`src/pkg/ccs_pkg.sv`:
```
// Purpose: Shared constants and types of the common command and status unit
// Assumes: Commands arrive as ASCII bytes, one line per command, ended by line feed
// Notes: Header codes hold the last four upper-case header characters

package ccs_pkg;

    // ==========================================================
    // Characters
    localparam logic [7:0] CH_STAR = 8'h2A;
    localparam logic [7:0] CH_SPACE = 8'h20;
    localparam logic [7:0] CH_COMMA = 8'h2C;
    localparam logic [7:0] CH_QUOTE = 8'h22;
    localparam logic [7:0] CH_LF = 8'h0A;
    localparam logic [7:0] CH_ZERO = 8'h30;
    localparam logic [7:0] CH_NINE = 8'h39;
    localparam logic [7:0] CH_UA = 8'h41;
    localparam logic [7:0] CH_UZ = 8'h5A;
    localparam logic [7:0] CH_LA = 8'h61;
    localparam logic [7:0] CH_LZ = 8'h7A;
    localparam logic [7:0] CASE_GAP = 8'h20;

    // ==========================================================
    // Header codes
    localparam logic [31:0] H_CLS = 32'h00434C53;
    localparam logic [31:0] H_ESE = 32'h00455345;
    localparam logic [31:0] H_ESEQ = 32'h4553453F;
    localparam logic [31:0] H_ESRQ = 32'h4553523F;
    localparam logic [31:0] H_IDNQ = 32'h49444E3F;
    localparam logic [31:0] H_OPC = 32'h004F5043;
    localparam logic [31:0] H_OPCQ = 32'h4F50433F;
    localparam logic [31:0] H_RST = 32'h00525354;
    localparam logic [31:0] H_SRE = 32'h00535245;
    localparam logic [31:0] H_SREQ = 32'h5352453F;
    localparam logic [31:0] H_STBQ = 32'h5354423F;
    localparam logic [31:0] H_TRG = 32'h00545247;
    localparam logic [31:0] H_WAI = 32'h00574149;

    // ==========================================================
    // Register fields and values
    localparam logic [7:0] ESE_RST = 8'h00;
    localparam logic [7:0] SRE_RST = 8'h00;
    localparam logic [7:0] VAL_DONE = 8'h01;
    localparam logic [11:0] PARAM_MAX = 12'h0FF;
    localparam int ESR_OPC = 0;
    localparam int ESR_EXE = 4;
    localparam int ESR_CME = 5;
    localparam int STB_EAV = 2;
    localparam int STB_QSB = 3;
    localparam int STB_ESB = 5;
    localparam int STB_RQS = 6;
    localparam int STB_OSB = 7;

    // Error codes pushed to the external error queue
    localparam logic [7:0] ERR_CMD = 8'h01;
    localparam logic [7:0] ERR_PARAM = 8'h02;
    localparam logic [7:0] ERR_TRIG = 8'h03;

    // Identification text; the value is arbitrary
    localparam int ID_LEN = 30;
    localparam logic [ID_LEN*8-1:0] ID_TEXT = "MAKER,MODEL,00000000,1.0.0/1.0";

    // ==========================================================
    // Types
    typedef enum logic [3:0] {
        C_NONE = 4'h0, C_CLS = 4'h1, C_ESE = 4'h2, C_ESEQ = 4'h3, C_ESRQ = 4'h4,
        C_IDNQ = 4'h5, C_OPC = 4'h6, C_OPCQ = 4'h7, C_RST = 4'h8, C_SRE = 4'h9,
        C_SREQ = 4'hA, C_STBQ = 4'hB, C_TRG = 4'hC, C_WAI = 4'hD, C_BAD = 4'hE
    } cmd_t;
    typedef enum logic [1:0] {P_NONE = 2'h0, P_NUM = 2'h1, P_CHAR = 2'h2, P_STR = 2'h3} pkind_t;
    typedef enum logic {R_NUM = 1'b0, R_IDN = 1'b1} resp_t;

endpackage

```
`src/hdl/reply_text.sv`:
```
// Purpose: Gives the character at a position of a reply line
// Assumes: Numbers are 0 to 255, printed without leading zeros
// Notes: Pure combinational; the caller registers the character

`timescale 1ns/1ns
`default_nettype none

module reply_text
    import ccs_pkg::*;
(
    input wire resp_t kind,
    input wire logic [7:0] value,
    input wire logic [5:0] idx,
    output logic [7:0] ch,
    output logic last
);

    logic [7:0] hund, tens, ones, dig;
    logic [5:0] nd;

    always_comb begin
        hund = value / 8'h64;
        tens = (value / 8'h0A) % 8'h0A;
        ones = value % 8'h0A;
        nd = (value >= 8'h64) ? 6'h03 : ((value >= 8'h0A) ? 6'h02 : 6'h01);
        dig = ones;
        if (idx == 6'h00) begin
            dig = (nd == 6'h03) ? hund : ((nd == 6'h02) ? tens : ones);
        end else if (idx == 6'h01) begin
            dig = (nd == 6'h03) ? tens : ones;
        end
        ch = CH_LF;
        last = 1'b0;
        if (kind == R_IDN) begin
            // Fields joined by commas, versions by a slash [RL4]
            if (idx < 6'(ID_LEN)) begin
                ch = ID_TEXT[(ID_LEN - 1 - int'(idx)) * 8 +: 8];
            end else begin
                last = 1'b1;
            end
        end else if (idx < nd) begin
            ch = CH_ZERO + dig;
        end else begin
            last = 1'b1;
        end
    end

endmodule

`default_nettype wire

```
`src/hdl/common_command_status_unit.sv`:
```
// Purpose: Parses common command lines and keeps standard status state
// Assumes: Error queue and other event registers live outside this block
// Notes: Only the last four header characters are decoded; longer headers are rejected
//
// Function
// RL1 - Clear-status zeroes event status, pulses external queue and register clear.
// RL2 - Event enable register is writable, readable, range 0 to 255, zero on preset.
// RL3 - Event status query returns the value then clears the register.
// RL4 - Identification reply is maker, model, serial, software/hardware version.
// RL5 - Operation-complete command sets bit 0 once nothing is pending.
// RL6 - Only a single sweep is pending; other commands finish before the next.
// RL7 - Operation-complete query replies 1 only once nothing is pending.
// RL8 - A header starting with an asterisk marks a common command.
// RL9 - Space separates header from parameters, commas separate parameters.
// RL10 - Bare keywords are character parameters, quoted text is a string parameter.
// RL11 - Service enable register is writable, readable, range 0 to 255, zero on preset.
// RL12 - Bus trigger acts only with bus source and a waiting channel, else error.
// RL13 - Wait command holds off later commands while a single sweep is pending.
// RL14 - Event summary bit set while any enabled event status bit is set.

`timescale 1ns/1ns
`default_nettype none

module common_command_status_unit
    import ccs_pkg::*;
(
    input wire logic clk,
    input wire logic rstn,
    input wire logic [7:0] rxData,
    input wire logic rxValid,
    output logic rxReady,
    output logic [7:0] txData,
    output logic txValid,
    input wire logic txReady,
    input wire logic triggerOriginBus,
    input wire logic channelWaiting,
    input wire logic singleSweepStart,
    input wire logic sweepDone,
    input wire logic errQueueNotEmpty,
    input wire logic questSummary,
    input wire logic operSummary,
    output logic busTrigger,
    output logic errorPush,
    output logic [7:0] errorCode,
    output logic statusClear,
    output logic presetPulse,
    output logic [7:0] statusByte,
    output logic [7:0] eventStatus,
    output logic opPending
);

    // ==========================================================
    // State
    typedef enum logic [3:0] {
        S_HEAD = 4'h0, S_SEP = 4'h1, S_NUM = 4'h2, S_CHARP = 4'h3, S_STR = 4'h4,
        S_STREND = 4'h5, S_EXEC = 4'h6, S_WAIT = 4'h7, S_TXLOAD = 4'h8, S_TX = 4'h9
    } state_t;

    typedef struct packed {
        state_t state;
        logic first;
        logic common;
        logic [31:0] hdr;
        pkind_t pkind;
        logic [1:0] nParams;
        logic [7:0] num;
        logic numOvf;
        logic bad;
        logic [7:0] ese;
        logic [7:0] sre;
        logic [7:0] esr;
        logic [7:0] stb;
        logic pending;
        logic opcArmed;
        logic waitQuery;
        resp_t kind;
        logic [7:0] val;
        logic [5:0] idx;
        logic [7:0] txData;
        logic txLast;
        logic errPush;
        logic [7:0] errCode;
        logic busTrig;
        logic clrStatus;
        logic preset;
    } st_t;

    st_t st_q, st_d;
    cmd_t cmd;
    logic [7:0] ch, fmtCh;
    logic [11:0] numMul;
    logic [5:0] fmtIdx;
    logic fmtLast, take, isDigit, isAlpha, argOk, noArg, clsNow, paramErr, cmdErr, trigErr;

    function automatic cmd_t decode(input logic [31:0] h, input logic c);
        cmd_t r;
        r = C_BAD;
        if (!c && h == 32'h00000000) begin
            r = C_NONE;
        end else if (c) begin
            case (h)
                H_CLS: r = C_CLS;
                H_ESE: r = C_ESE;
                H_ESEQ: r = C_ESEQ;
                H_ESRQ: r = C_ESRQ;
                H_IDNQ: r = C_IDNQ;
                H_OPC: r = C_OPC;
                H_OPCQ: r = C_OPCQ;
                H_RST: r = C_RST;
                H_SRE: r = C_SRE;
                H_SREQ: r = C_SREQ;
                H_STBQ: r = C_STBQ;
                H_TRG: r = C_TRG;
                H_WAI: r = C_WAI;
                default: r = C_BAD;
            endcase
        end
        return r;
    endfunction

    // Parsing stops while a command executes, waits or replies [RL6] [RL13]
    assign rxReady = (st_q.state <= S_STREND);
    assign fmtIdx = (st_q.state == S_TXLOAD) ? 6'h00 : st_q.idx + 6'h01;

    reply_text u_text (
        .kind(st_q.kind),
        .value(st_q.val),
        .idx(fmtIdx),
        .ch(fmtCh),
        .last(fmtLast)
    );

    // ==========================================================
    // Next state
    always_comb begin
        st_d = st_q;
        st_d.errPush = 1'b0;
        st_d.busTrig = 1'b0;
        st_d.clrStatus = 1'b0;
        st_d.preset = 1'b0;
        clsNow = 1'b0;
        paramErr = 1'b0;
        cmdErr = 1'b0;
        trigErr = 1'b0;
        take = rxValid && rxReady;
        ch = (rxData >= CH_LA && rxData <= CH_LZ) ? rxData - CASE_GAP : rxData;
        isDigit = (ch >= CH_ZERO && ch <= CH_NINE);
        isAlpha = (ch >= CH_UA && ch <= CH_UZ);
        numMul = {4'h0, st_q.num} * 12'h00A + {4'h0, ch - CH_ZERO};
        cmd = decode(st_q.hdr, st_q.common);
        argOk = st_q.nParams == 2'h1 && st_q.pkind == P_NUM && !st_q.numOvf && !st_q.bad;
        noArg = st_q.nParams == 2'h0 && !st_q.bad;
        // Set wins over clear: start and done in one cycle leaves it pending [RL6]
        st_d.pending = singleSweepStart | (st_q.pending & ~sweepDone);
        case (st_q.state)
            S_HEAD: if (take) begin
                st_d.first = 1'b0;
                if (ch == CH_LF) begin
                    st_d.state = S_EXEC;
                end else if (ch == CH_SPACE) begin
                    st_d.state = S_SEP; // [RL9]
                end else if (st_q.first && ch == CH_STAR) begin
                    st_d.common = 1'b1; // [RL8]
                end else begin
                    st_d.hdr = {st_q.hdr[23:0], ch};
                    st_d.bad = st_q.bad | (st_q.hdr[31:24] != 8'h00);
                end
            end
            S_SEP: if (take) begin
                if (ch == CH_LF) begin
                    st_d.state = S_EXEC;
                end else if (ch != CH_SPACE) begin
                    st_d.nParams = (st_q.nParams == 2'h3) ? 2'h3 : st_q.nParams + 2'h1;
                    // Type is chosen by the first character [RL10]
                    if (isDigit) begin
                        st_d.state = S_NUM;
                        st_d.pkind = P_NUM;
                        st_d.num = ch - CH_ZERO;
                    end else if (ch == CH_QUOTE) begin
                        st_d.state = S_STR;
                        st_d.pkind = P_STR;
                    end else if (isAlpha) begin
                        st_d.state = S_CHARP;
                        st_d.pkind = P_CHAR;
                    end else begin
                        st_d.bad = 1'b1;
                    end
                end
            end
            S_NUM, S_CHARP, S_STREND: if (take) begin
                if (ch == CH_LF) begin
                    st_d.state = S_EXEC;
                end else if (ch == CH_COMMA) begin
                    st_d.state = S_SEP; // [RL9]
                end else if (st_q.state == S_NUM && isDigit) begin
                    st_d.num = numMul[7:0];
                    st_d.numOvf = st_q.numOvf | (numMul > PARAM_MAX);
                end else if (!(st_q.state == S_CHARP && (isAlpha || isDigit))) begin
                    st_d.bad = 1'b1;
                end
            end
            S_STR: if (take) begin
                // Commas and spaces inside quotes belong to the string [RL10]
                if (ch == CH_QUOTE) begin
                    st_d.state = S_STREND;
                end else if (ch == CH_LF) begin
                    st_d.state = S_EXEC;
                    st_d.bad = 1'b1;
                end
            end
            S_EXEC: begin
                st_d.state = S_HEAD;
                st_d.first = 1'b1;
                st_d.common = 1'b0;
                st_d.hdr = 32'h00000000;
                st_d.pkind = P_NONE;
                st_d.nParams = 2'h0;
                st_d.num = 8'h00;
                st_d.numOvf = 1'b0;
                st_d.bad = 1'b0;
                st_d.kind = R_NUM;
                case (cmd)
                    C_NONE: ;
                    C_CLS: if (noArg) begin
                        st_d.esr = 8'h00; // [RL1]
                        st_d.clrStatus = 1'b1; // [RL1]
                        st_d.opcArmed = 1'b0;
                        clsNow = 1'b1;
                    end else paramErr = 1'b1;
                    C_ESE: if (argOk) st_d.ese = st_q.num; else paramErr = 1'b1; // [RL2]
                    C_SRE: if (argOk) st_d.sre = st_q.num; else paramErr = 1'b1; // [RL11]
                    C_ESEQ, C_SREQ, C_STBQ, C_ESRQ, C_IDNQ: if (noArg) begin
                        st_d.state = S_TXLOAD;
                        st_d.val = (cmd == C_ESEQ) ? st_q.ese : // [RL2]
                                   (cmd == C_SREQ) ? st_q.sre : // [RL11]
                                   (cmd == C_STBQ) ? st_q.stb : st_q.esr; // [RL3]
                        if (cmd == C_ESRQ) st_d.esr = 8'h00; // [RL3]
                        if (cmd == C_IDNQ) st_d.kind = R_IDN; // [RL4]
                    end else paramErr = 1'b1;
                    C_OPC: if (noArg) st_d.opcArmed = 1'b1; else paramErr = 1'b1; // [RL5]
                    C_OPCQ, C_WAI: if (noArg) begin
                        st_d.state = S_WAIT; // [RL7] [RL13]
                        st_d.waitQuery = (cmd == C_OPCQ);
                    end else paramErr = 1'b1;
                    C_RST: if (noArg) begin
                        st_d.ese = ESE_RST; // [RL2]
                        st_d.sre = SRE_RST; // [RL11]
                        st_d.opcArmed = 1'b0;
                        st_d.preset = 1'b1;
                    end else paramErr = 1'b1;
                    C_TRG: if (!noArg) begin
                        paramErr = 1'b1;
                    end else if (triggerOriginBus && channelWaiting) begin
                        st_d.busTrig = 1'b1; // [RL12]
                    end else trigErr = 1'b1; // [RL12]
                    default: cmdErr = 1'b1; // [RL8]
                endcase
            end
            S_WAIT: if (!st_q.pending) begin
                // No-op when nothing is pending: this exits next cycle [RL13]
                st_d.state = st_q.waitQuery ? S_TXLOAD : S_HEAD;
                st_d.val = VAL_DONE; // [RL7]
            end
            S_TXLOAD: begin
                st_d.state = S_TX;
                st_d.idx = 6'h00;
                st_d.txData = fmtCh;
                st_d.txLast = fmtLast;
            end
            S_TX: if (txReady) begin
                if (st_q.txLast) begin
                    st_d.state = S_HEAD;
                end else begin
                    st_d.idx = fmtIdx;
                    st_d.txData = fmtCh;
                    st_d.txLast = fmtLast;
                end
            end
            default: st_d.state = S_HEAD;
        endcase
        if (paramErr || cmdErr || trigErr) begin
            st_d.errPush = 1'b1;
            st_d.errCode = cmdErr ? ERR_CMD : (paramErr ? ERR_PARAM : ERR_TRIG);
            st_d.esr[ESR_CME] = st_d.esr[ESR_CME] | cmdErr;
            st_d.esr[ESR_EXE] = st_d.esr[ESR_EXE] | paramErr | trigErr;
        end
        // Applied after the read clear, so a completion in that cycle survives [RL5]
        if (st_q.opcArmed && !st_q.pending && !clsNow) begin
            st_d.esr[ESR_OPC] = 1'b1; // [RL5]
            st_d.opcArmed = 1'b0;
        end
        st_d.stb = 8'h00;
        st_d.stb[STB_EAV] = errQueueNotEmpty;
        st_d.stb[STB_QSB] = questSummary;
        st_d.stb[STB_ESB] = |(st_d.esr & st_d.ese); // [RL14]
        st_d.stb[STB_OSB] = operSummary;
        st_d.stb[STB_RQS] = |(st_d.stb & st_d.sre);
    end

    always_ff @(posedge clk or negedge rstn) begin
        if (!rstn) begin
            st_q <= '0;
            st_q.first <= 1'b1;
        end else begin
            st_q <= st_d;
        end
    end

    assign txValid = (st_q.state == S_TX);
    assign txData = st_q.txData;
    assign busTrigger = st_q.busTrig;
    assign errorPush = st_q.errPush;
    assign errorCode = st_q.errCode;
    assign statusClear = st_q.clrStatus;
    assign presetPulse = st_q.preset;
    assign statusByte = st_q.stb;
    assign eventStatus = st_q.esr;
    assign opPending = st_q.pending;

    logic isExec;
    assign isExec = (st_q.state == S_EXEC);
endmodule

`default_nettype wire

```
`config.mk`:
```
export PLATFORM = sky130hd
export DESIGN_NAME = common_command_status_unit
export DESIGN_NICKNAME = d
export VERILOG_FILES = /design/src/pkg/ccs_pkg.sv /design/src/hdl/reply_text.sv /design/src/hdl/common_command_status_unit.sv
export SDC_FILE = /design/constraint.sdc
export NUM_CORES = 1
export LEC_CHECK = 0
export ABC_AREA = 1
export BUFFER_PORTS_ARGS = -buffer_cell sky130_fd_sc_hd__buf_2
export CAP_MARGIN = 40
export CORE_MARGIN = 2
export CORE_UTILIZATION = 63
export DETAILED_ROUTE_END_ITERATION = 10
export PLACE_DENSITY = 0.82
export SYNTH_ARGS = -nofsm -noshare
export SYNTH_HDL_FRONTEND = slang
export SYNTH_SLANG_ARGS = --single-unit
```
`constraint.sdc`:
```
create_clock -name clk -period 4.74 [get_ports clk]
set_input_delay 0.237 -clock clk [delete_from_list [all_inputs] [get_ports clk]]
set_output_delay 0.237 -clock clk [all_outputs]
set_load 0.02 [all_outputs]
```
# Yosys cells after proc, flatten, opt, wreduce, memory -nomap -nowiden
# Cells that the tools add are included.
[word_totals]
reg_bits = 120
inputBits = 19
output_inout_bits = 39
wordCells = 332
[op_classes]
add_sub_neg = 7
mul = 1
div = 4
magnitude_cmp = 12
n_eq_ne = 82
shift = 1
mux = 128
bitwise = 10
reduce_logical = 61
[op_table]
columns = ["operator", "n"]
rows = [
  ["$shiftx A240 B32 Y8 const A", 1],
  ["$eq A32 B23 Y1 const B", 7],
  ["$eq A32 B31 Y1 const B", 6],
  ["$mux W8", 19],
  ["$mux W4", 21],
  ["$pmux W34 S2", 1],
  ["$mux W33", 2],
  ["$pmux W8 S2", 4],
  ["$pmux W4 S13", 1],
  ["$ne A2 B2 Y1 const B", 24],
  ["$mux W1", 43],
  ["$mux W38", 1],
  ["$mux W12", 3],
  ["$mux W9", 4],
  ["$eq A4 B3 Y1 const B", 8],
  ["$eq A4 B4 Y1 const B", 8],
  ["$eq A8 B6 Y1 const B", 4],
  ["$logic_not A32 Y1", 1],
  ["$mux W32", 1],
  ["$pmux W4 S8", 1],
  ["$mux W10", 3],
  ["$mux W15", 2],
  ["$pmux W15 S2", 1],
  ["$ge A8 B7 Y1 const B", 3],
  ["67 further kinds", 137],
]

# Longest topological paths before layout
[depth]
depth_word = 16
depth_mapped = 35
ltp_nobuf = 35

# Hierarchy
# From an unflattened synthesis, not the netlist that was laid out.
[unflattened]
cells_unflattened = 1507
hier_area_um2 = 9887.0
[modules_own_cells]
columns = ["module", "n_inst", "cells_per_inst", "area_each_um2", "seq_area_each_um2"]
rows = [
  ["common_command_status_unit", 1, 1232, 8419.3, 2854.0],
  ["reply_text", 1, 275, 1467.7, 0.0],
]

# Worst setup path before layout
# Ideal clock, no wire load.
[synth_path]
path_type = "reg-to-reg"
from = "register st_q[33] (netlist bit)"
to = "register st_q, in the netlist txData[5]"
setup_ns = 0.116
arrival_time_ns = 3.249
t_required_ns = 4.624
slack_ns = 1.375
path_stages_with_launch = 28
n_path_buf = 0
period_less_slack_ns = 3.365
cell_sequence = "dfrtp_1 > o21ai_2 > nand2_2 > o211ai_1 > inv_1 > a21oi_2 > nand2_2 > nand2_4 > nand2_2 > nand3_2 > nand2_2 > nand2_4 > nand2_1 > nand2_1 > inv_2 > nand2_4 > nand3_4 > nand2_4 > nand2_2 > nand2_4 > inv_1 > ha_1 > nand3_1 > nand2_1 > nand2_1 > nand4_1 > ha_1 > o311ai_0"
[synth_via]
elab_chain_len = 13
word_cells_on_any_way = 22
classes_between = "add/sub (1); div (4); order compare (3); eq/ne (2); mux (12)"
[synth_rtl]
columns = ["item", "line_no", "text"]
rows = [
  ["from (decl)", "common_command_status_unit.sv:88", "st_t st_q, st_d;"],
  ["from (signal assigned)", "common_command_status_unit.sv:305", "st_q <= st_d;"],
  ["branches (longest 8 deep; another with $div A8 B4 Y8)", "-", ""],
  ["$mux W8 (*)", "reply_text.sv:41", "end else if (idx < nd) begin"],
  ["$mux W8 (*)", "reply_text.sv:34", "if (kind == R_IDN) begin"],
  ["$mux W15", "common_command_status_unit.sv:271", "if (st_q.txLast) begin"],
  ["$mux W15", "common_command_status_unit.sv:270", "S_TX: if (txReady) begin"],
  ["$pmux W15 S2 (*)", "common_command_status_unit.sv:155", "case (st_q.state)"],
]
# Every way passes the cells marked *. The select of a mux whose other input is x is not followed.
# A chain may end at the register's enable or synchronous reset.

# Final worst setup path
[layout_path]
from = "register st_q[34] (netlist bit)"
to = "register st_q, in the netlist txData[5]"
# The elaborated chain is that of the path after synthesis.

==> results.py <==
metrics = {
    "floorplan": {
        "chipHeight_um": 126,
        "core_area_um2": 14600,
        "start_util_pct": 64.7,
        "io_pins": 58,
        "die_x_um": 126,
        "fp-row-count": 44,
        "die_area_um2": 16000,
    },
    "job": {
        "cap_violations": 0,
    },
    "grt": {
        "antenna_found_initial": 0,
        "overflow": 0,
        "grt_pass1_wl_um": 45700,
        "grt_max_degree": 66,
        "grtUsageTotal_pct": 35.1,
        "grt_pass1_vias": 9365,
    },
    "logic_synthesis": {
        "synth_edf_count": 0,
        "synth_area_um2": 9430,
        "synth_ff_type": "dfrtp_1",
        "syn_inst": 1393,
        "yosysWarnings": 0,
        "avgSynthCellArea_um2": 6.77,
        "ys_seq_area_share_pct": 30.3,
        "ys_seq_elements": 114,
        "ys_async_sr_fraction_pct": 100,
        "yosysUniqueCellTypes": 60,
    },
    "timing": {
        "setup_tns_ns": 0,
        "min_period_over_period_pct": 84.2,
        "report.final.slew_viol_count": 0,
        "skew_ns": 0.0116,
        "rsz0062_at_grt": "no",
        "slew_headroom_pct": 41.9,
        "hold_violations": 0,
        "period_needed_ns": 3.99,
        "max_slew.worst_pin.slew_ns": 0.864,
        "fmax_mhz": 250,
        "setup_viol": 0,
        "setup_ws_ns": 0.747,
    },
    "power_and_ir_drop": {
        "power.total_mw": 4.83,
        "power_leakage_nw": 5.22,
        "p_per_area_nw_per_um2": 468,
        "peakVddDrop_v": 0.000426,
    },
    "route": {
        "via_per_inst": 6.14,
        "wire_per_inst_um": 16.9,
        "wl_um": 27600,
        "route.detailed.drc": 0,
        "ant_nets": 0,
        "drtIter0Drc": 1017,
        "dr.pass1.iters": 11,
        "vias": 9986,
    },
    "cells_and_area": {
        "drive_gt1_share_pct": 12.9,
        "multiInputGateArea_um2": 5490,
        "insertedDiodeCount": 0,
        "regArea_um2": 2850,
        "n_fill_cell": 1271,
        "instances_no_fill": 1627,
        "nets": 1485,
        "area_growth_pct": 9.31,
        "utilization_pct": 70.7,
    },
    "placement": {
        "dp_cells": 1591,
        "hpwl_um": 20700,
        "gp_congestion": 1.01,
        "pre_cts_ws_ns": 0.884,
        "portBuffers": 48,
    },
    "outcome": {
        "status": "complete, no violations",
    },
    "min_path": {
        "hold_class": "input pin to flip-flop",
    },
    "worst_setup_path": {
        "critPathArrivalTime_ns": 4.31,
        "endpoint_kind": "flip-flop",
        "required_ns": 5.06,
        "critPathKind": "flip-flop to flip-flop",
        "cp-start-kind": "flip-flop",
        "crit_path_max_fanout": 8,
        "rrSetupSlack_ns": 0.75,
        "path_common_cell": "nand2_1",
        "crit_path_max_incr_delay_ns": 0.53,
        "crit_slowest_cell": "dfrtp_1",
    },
    "cts": {
        "clockRootBuffer": "clkbuf_16",
        "cts_tree": "yes",
        "post_cts_buffers": 0,
        "htreeDepth": 4,
        "cts_buffers": 17,
        "clock_sinks": 114,
        "clockBufferDepth": 2,
        "insertion_delay_ns": 0.43,
        "clk_pin_slew_ns": 0.06,
    },
}
## final cells by class
class / count / share of cell area, %
Tap cell: 184 / 2.23
Sequential cell: 114 / 27.7
Timing Repair Buffer: 63 / 3.57
Multi-Input combinational cell: 1020 / 53.2
Clock inverter: 14 / 1.30
Inverter: 215 / 7.85
Clock buffer: 17 / 4.13
## kinds of logic after synthesis
kind of cell	Yosys count	share of synthesized area (%)
other	1	0.0398
AO/OA/AOI/OAI	240	15.5
flip-flops	114	30.3
XOR/XNOR	8	0.743
buffers and inverters	267	12.0
adder cells (fa/ha/maj)	35	4.80
multiplexers	1	0.119
AND/OR/NAND/NOR	727	36.5
## cells in the mapped netlist, types with 3 or more instances
| cell | number | area share, % |
|---|---|---|
| nor3_2 | 5 | 0.53 |
| a311oi_1 | 3 | 0.28 |
| clkbuf_1 | 17 | 0.68 |
| o21ai_1 | 9 | 0.48 |
| nand2_1 | 273 | 11 |
| nand3_4 | 3 | 0.56 |
| o31ai_1 | 12 | 0.96 |
| nand3_2 | 5 | 0.53 |
| inv_2 | 18 | 0.72 |
| a22oi_1 | 3 | 0.24 |
| o211ai_1 | 11 | 0.88 |
| buf_4 | 34 | 2.7 |
| nand3b_1 | 5 | 0.40 |
| o2111a_1 | 3 | 0.36 |
| nand3_1 | 123 | 6.5 |
| o21bai_1 | 3 | 0.24 |
| nand4_1 | 39 | 2.6 |
| ha_1 | 33 | 4.4 |
| nor2_2 | 13 | 0.86 |
| a221oi_1 | 6 | 0.56 |
| o2111ai_1 | 5 | 0.46 |
| a31oi_1 | 9 | 0.60 |
| nand2_4 | 13 | 1.6 |
| xor2_1 | 4 | 0.37 |
| o21ai_0 | 105 | 5.6 |
| dfrtp_1 | 113 | 30 |
| nor3_1 | 38 | 2.0 |
| nor2_1 | 155 | 6.2 |
| inv_1 | 195 | 7.8 |
| nand2_2 | 17 | 1.1 |
| nor4_1 | 25 | 1.7 |
| a21oi_1 | 39 | 2.1 |
| xnor2_1 | 4 | 0.37 |
| o22ai_1 | 8 | 0.53 |
| a21boi_0 | 3 | 0.24 |
| o21ai_2 | 3 | 0.28 |
| or2_2 | 6 | 0.40 |
## worst max-delay path, delay by kind of cell (launching register included)
kind | cells | cell delay, ns
flops | 1 | 0.53
compound gates | 4 | 0.79
buf+inv | 5 | 0.45
fa+ha+maj | 2 | 0.50
simple gates | 17 | 1.61
## timing repair
action	in CTS	in global routing
setup endpoints to repair	0	0
hold buffers	5	0
gates resized for setup	0	0
hold endpoints to repair	68	0
## per-layer routing
metal / vias up / wire length (µm) / GRT usage (%) / share of wire, %
li1: 4730 / - / - / -
met1: 4599 / 11900 / 48.6 / 43
met2: 557 / 12500 / 54.8 / 45
met3: 100 / 2350 / 6.50 / 8.5
met4: 0 / 896 / 13.8 / 3.2
met5: - / 0 / 0 / 0
## path summary, 6_finish.rpt
check | start | to | depth (start not counted)
max in group asynchronous | rstn | st_q[82]$_DFFE_PN0P_ | 3
worst max-delay path | st_q[34]$_DFFE_PN0P_ | txData[5]$_DFFE_PN0P_ | 28
worst min register to register | txData[7]$_DFFE_PN0P_ | txData[7]$_DFFE_PN0P_ | 2
worst min-delay path | singleSweepStart | opPending$_DFF_PN0_ | 2
worst max register to register | st_q[34]$_DFFE_PN0P_ | txData[5]$_DFFE_PN0P_ | 28
min in group asynchronous | rstn | st_q[113]$_DFFE_PN0P_ | 2
## cells in the final DEF (no fill, tap or decap), types with 8 or more instances in the layout
cell type and instances:
clkbuf_16 17, a21oi_1 39, buf_2 47, nor3_1 37
dfrtp_1 113, o21ai_1 9, nand2_1 273, inv_2 18
ha_1 33, nor4_1 24, nand2_4 13, buf_4 11
nor2_2 14, o211ai_1 11, inv_1 195, nand4_1 39
nand2_2 17, nand3_1 123, a31oi_1 9, nor2_1 154
o31ai_1 12, conb_1 9, o22ai_1 8, o21ai_0 105
## state kept, by name, summed over array words and instances (netlist names)
| register | count |
|---|---|
| opPending | 1 |
| busTrigger | 1 |
| statusByte | 5 |
| eventStatus | 8 |
| errorPush | 1 |
| st_q | 86 |
| errorCode | 2 |
| presetPulse | 1 |
| txData | 8 |
| statusClear | 1 |
## per-stage QoR
step                      instance area (µm²)  hold slack, ns
after detailed placement                 9700           0.364
after global placement                   9700           0.360
after global routing                    10300          0.0314
after floorplan                          9460         -0.0586
final                                   10300          0.0163
after CTS                               10300          0.0159
## where the power goes
| part | switching (mW) | internal (mW) |
|---|---|---|
| logic | 1.44 | 0.716 |
| clock network | 0.502 | 0.722 |
| registers | 0.246 | 1.20 |
Note: power is estimated with default switching activity, not from simulation.
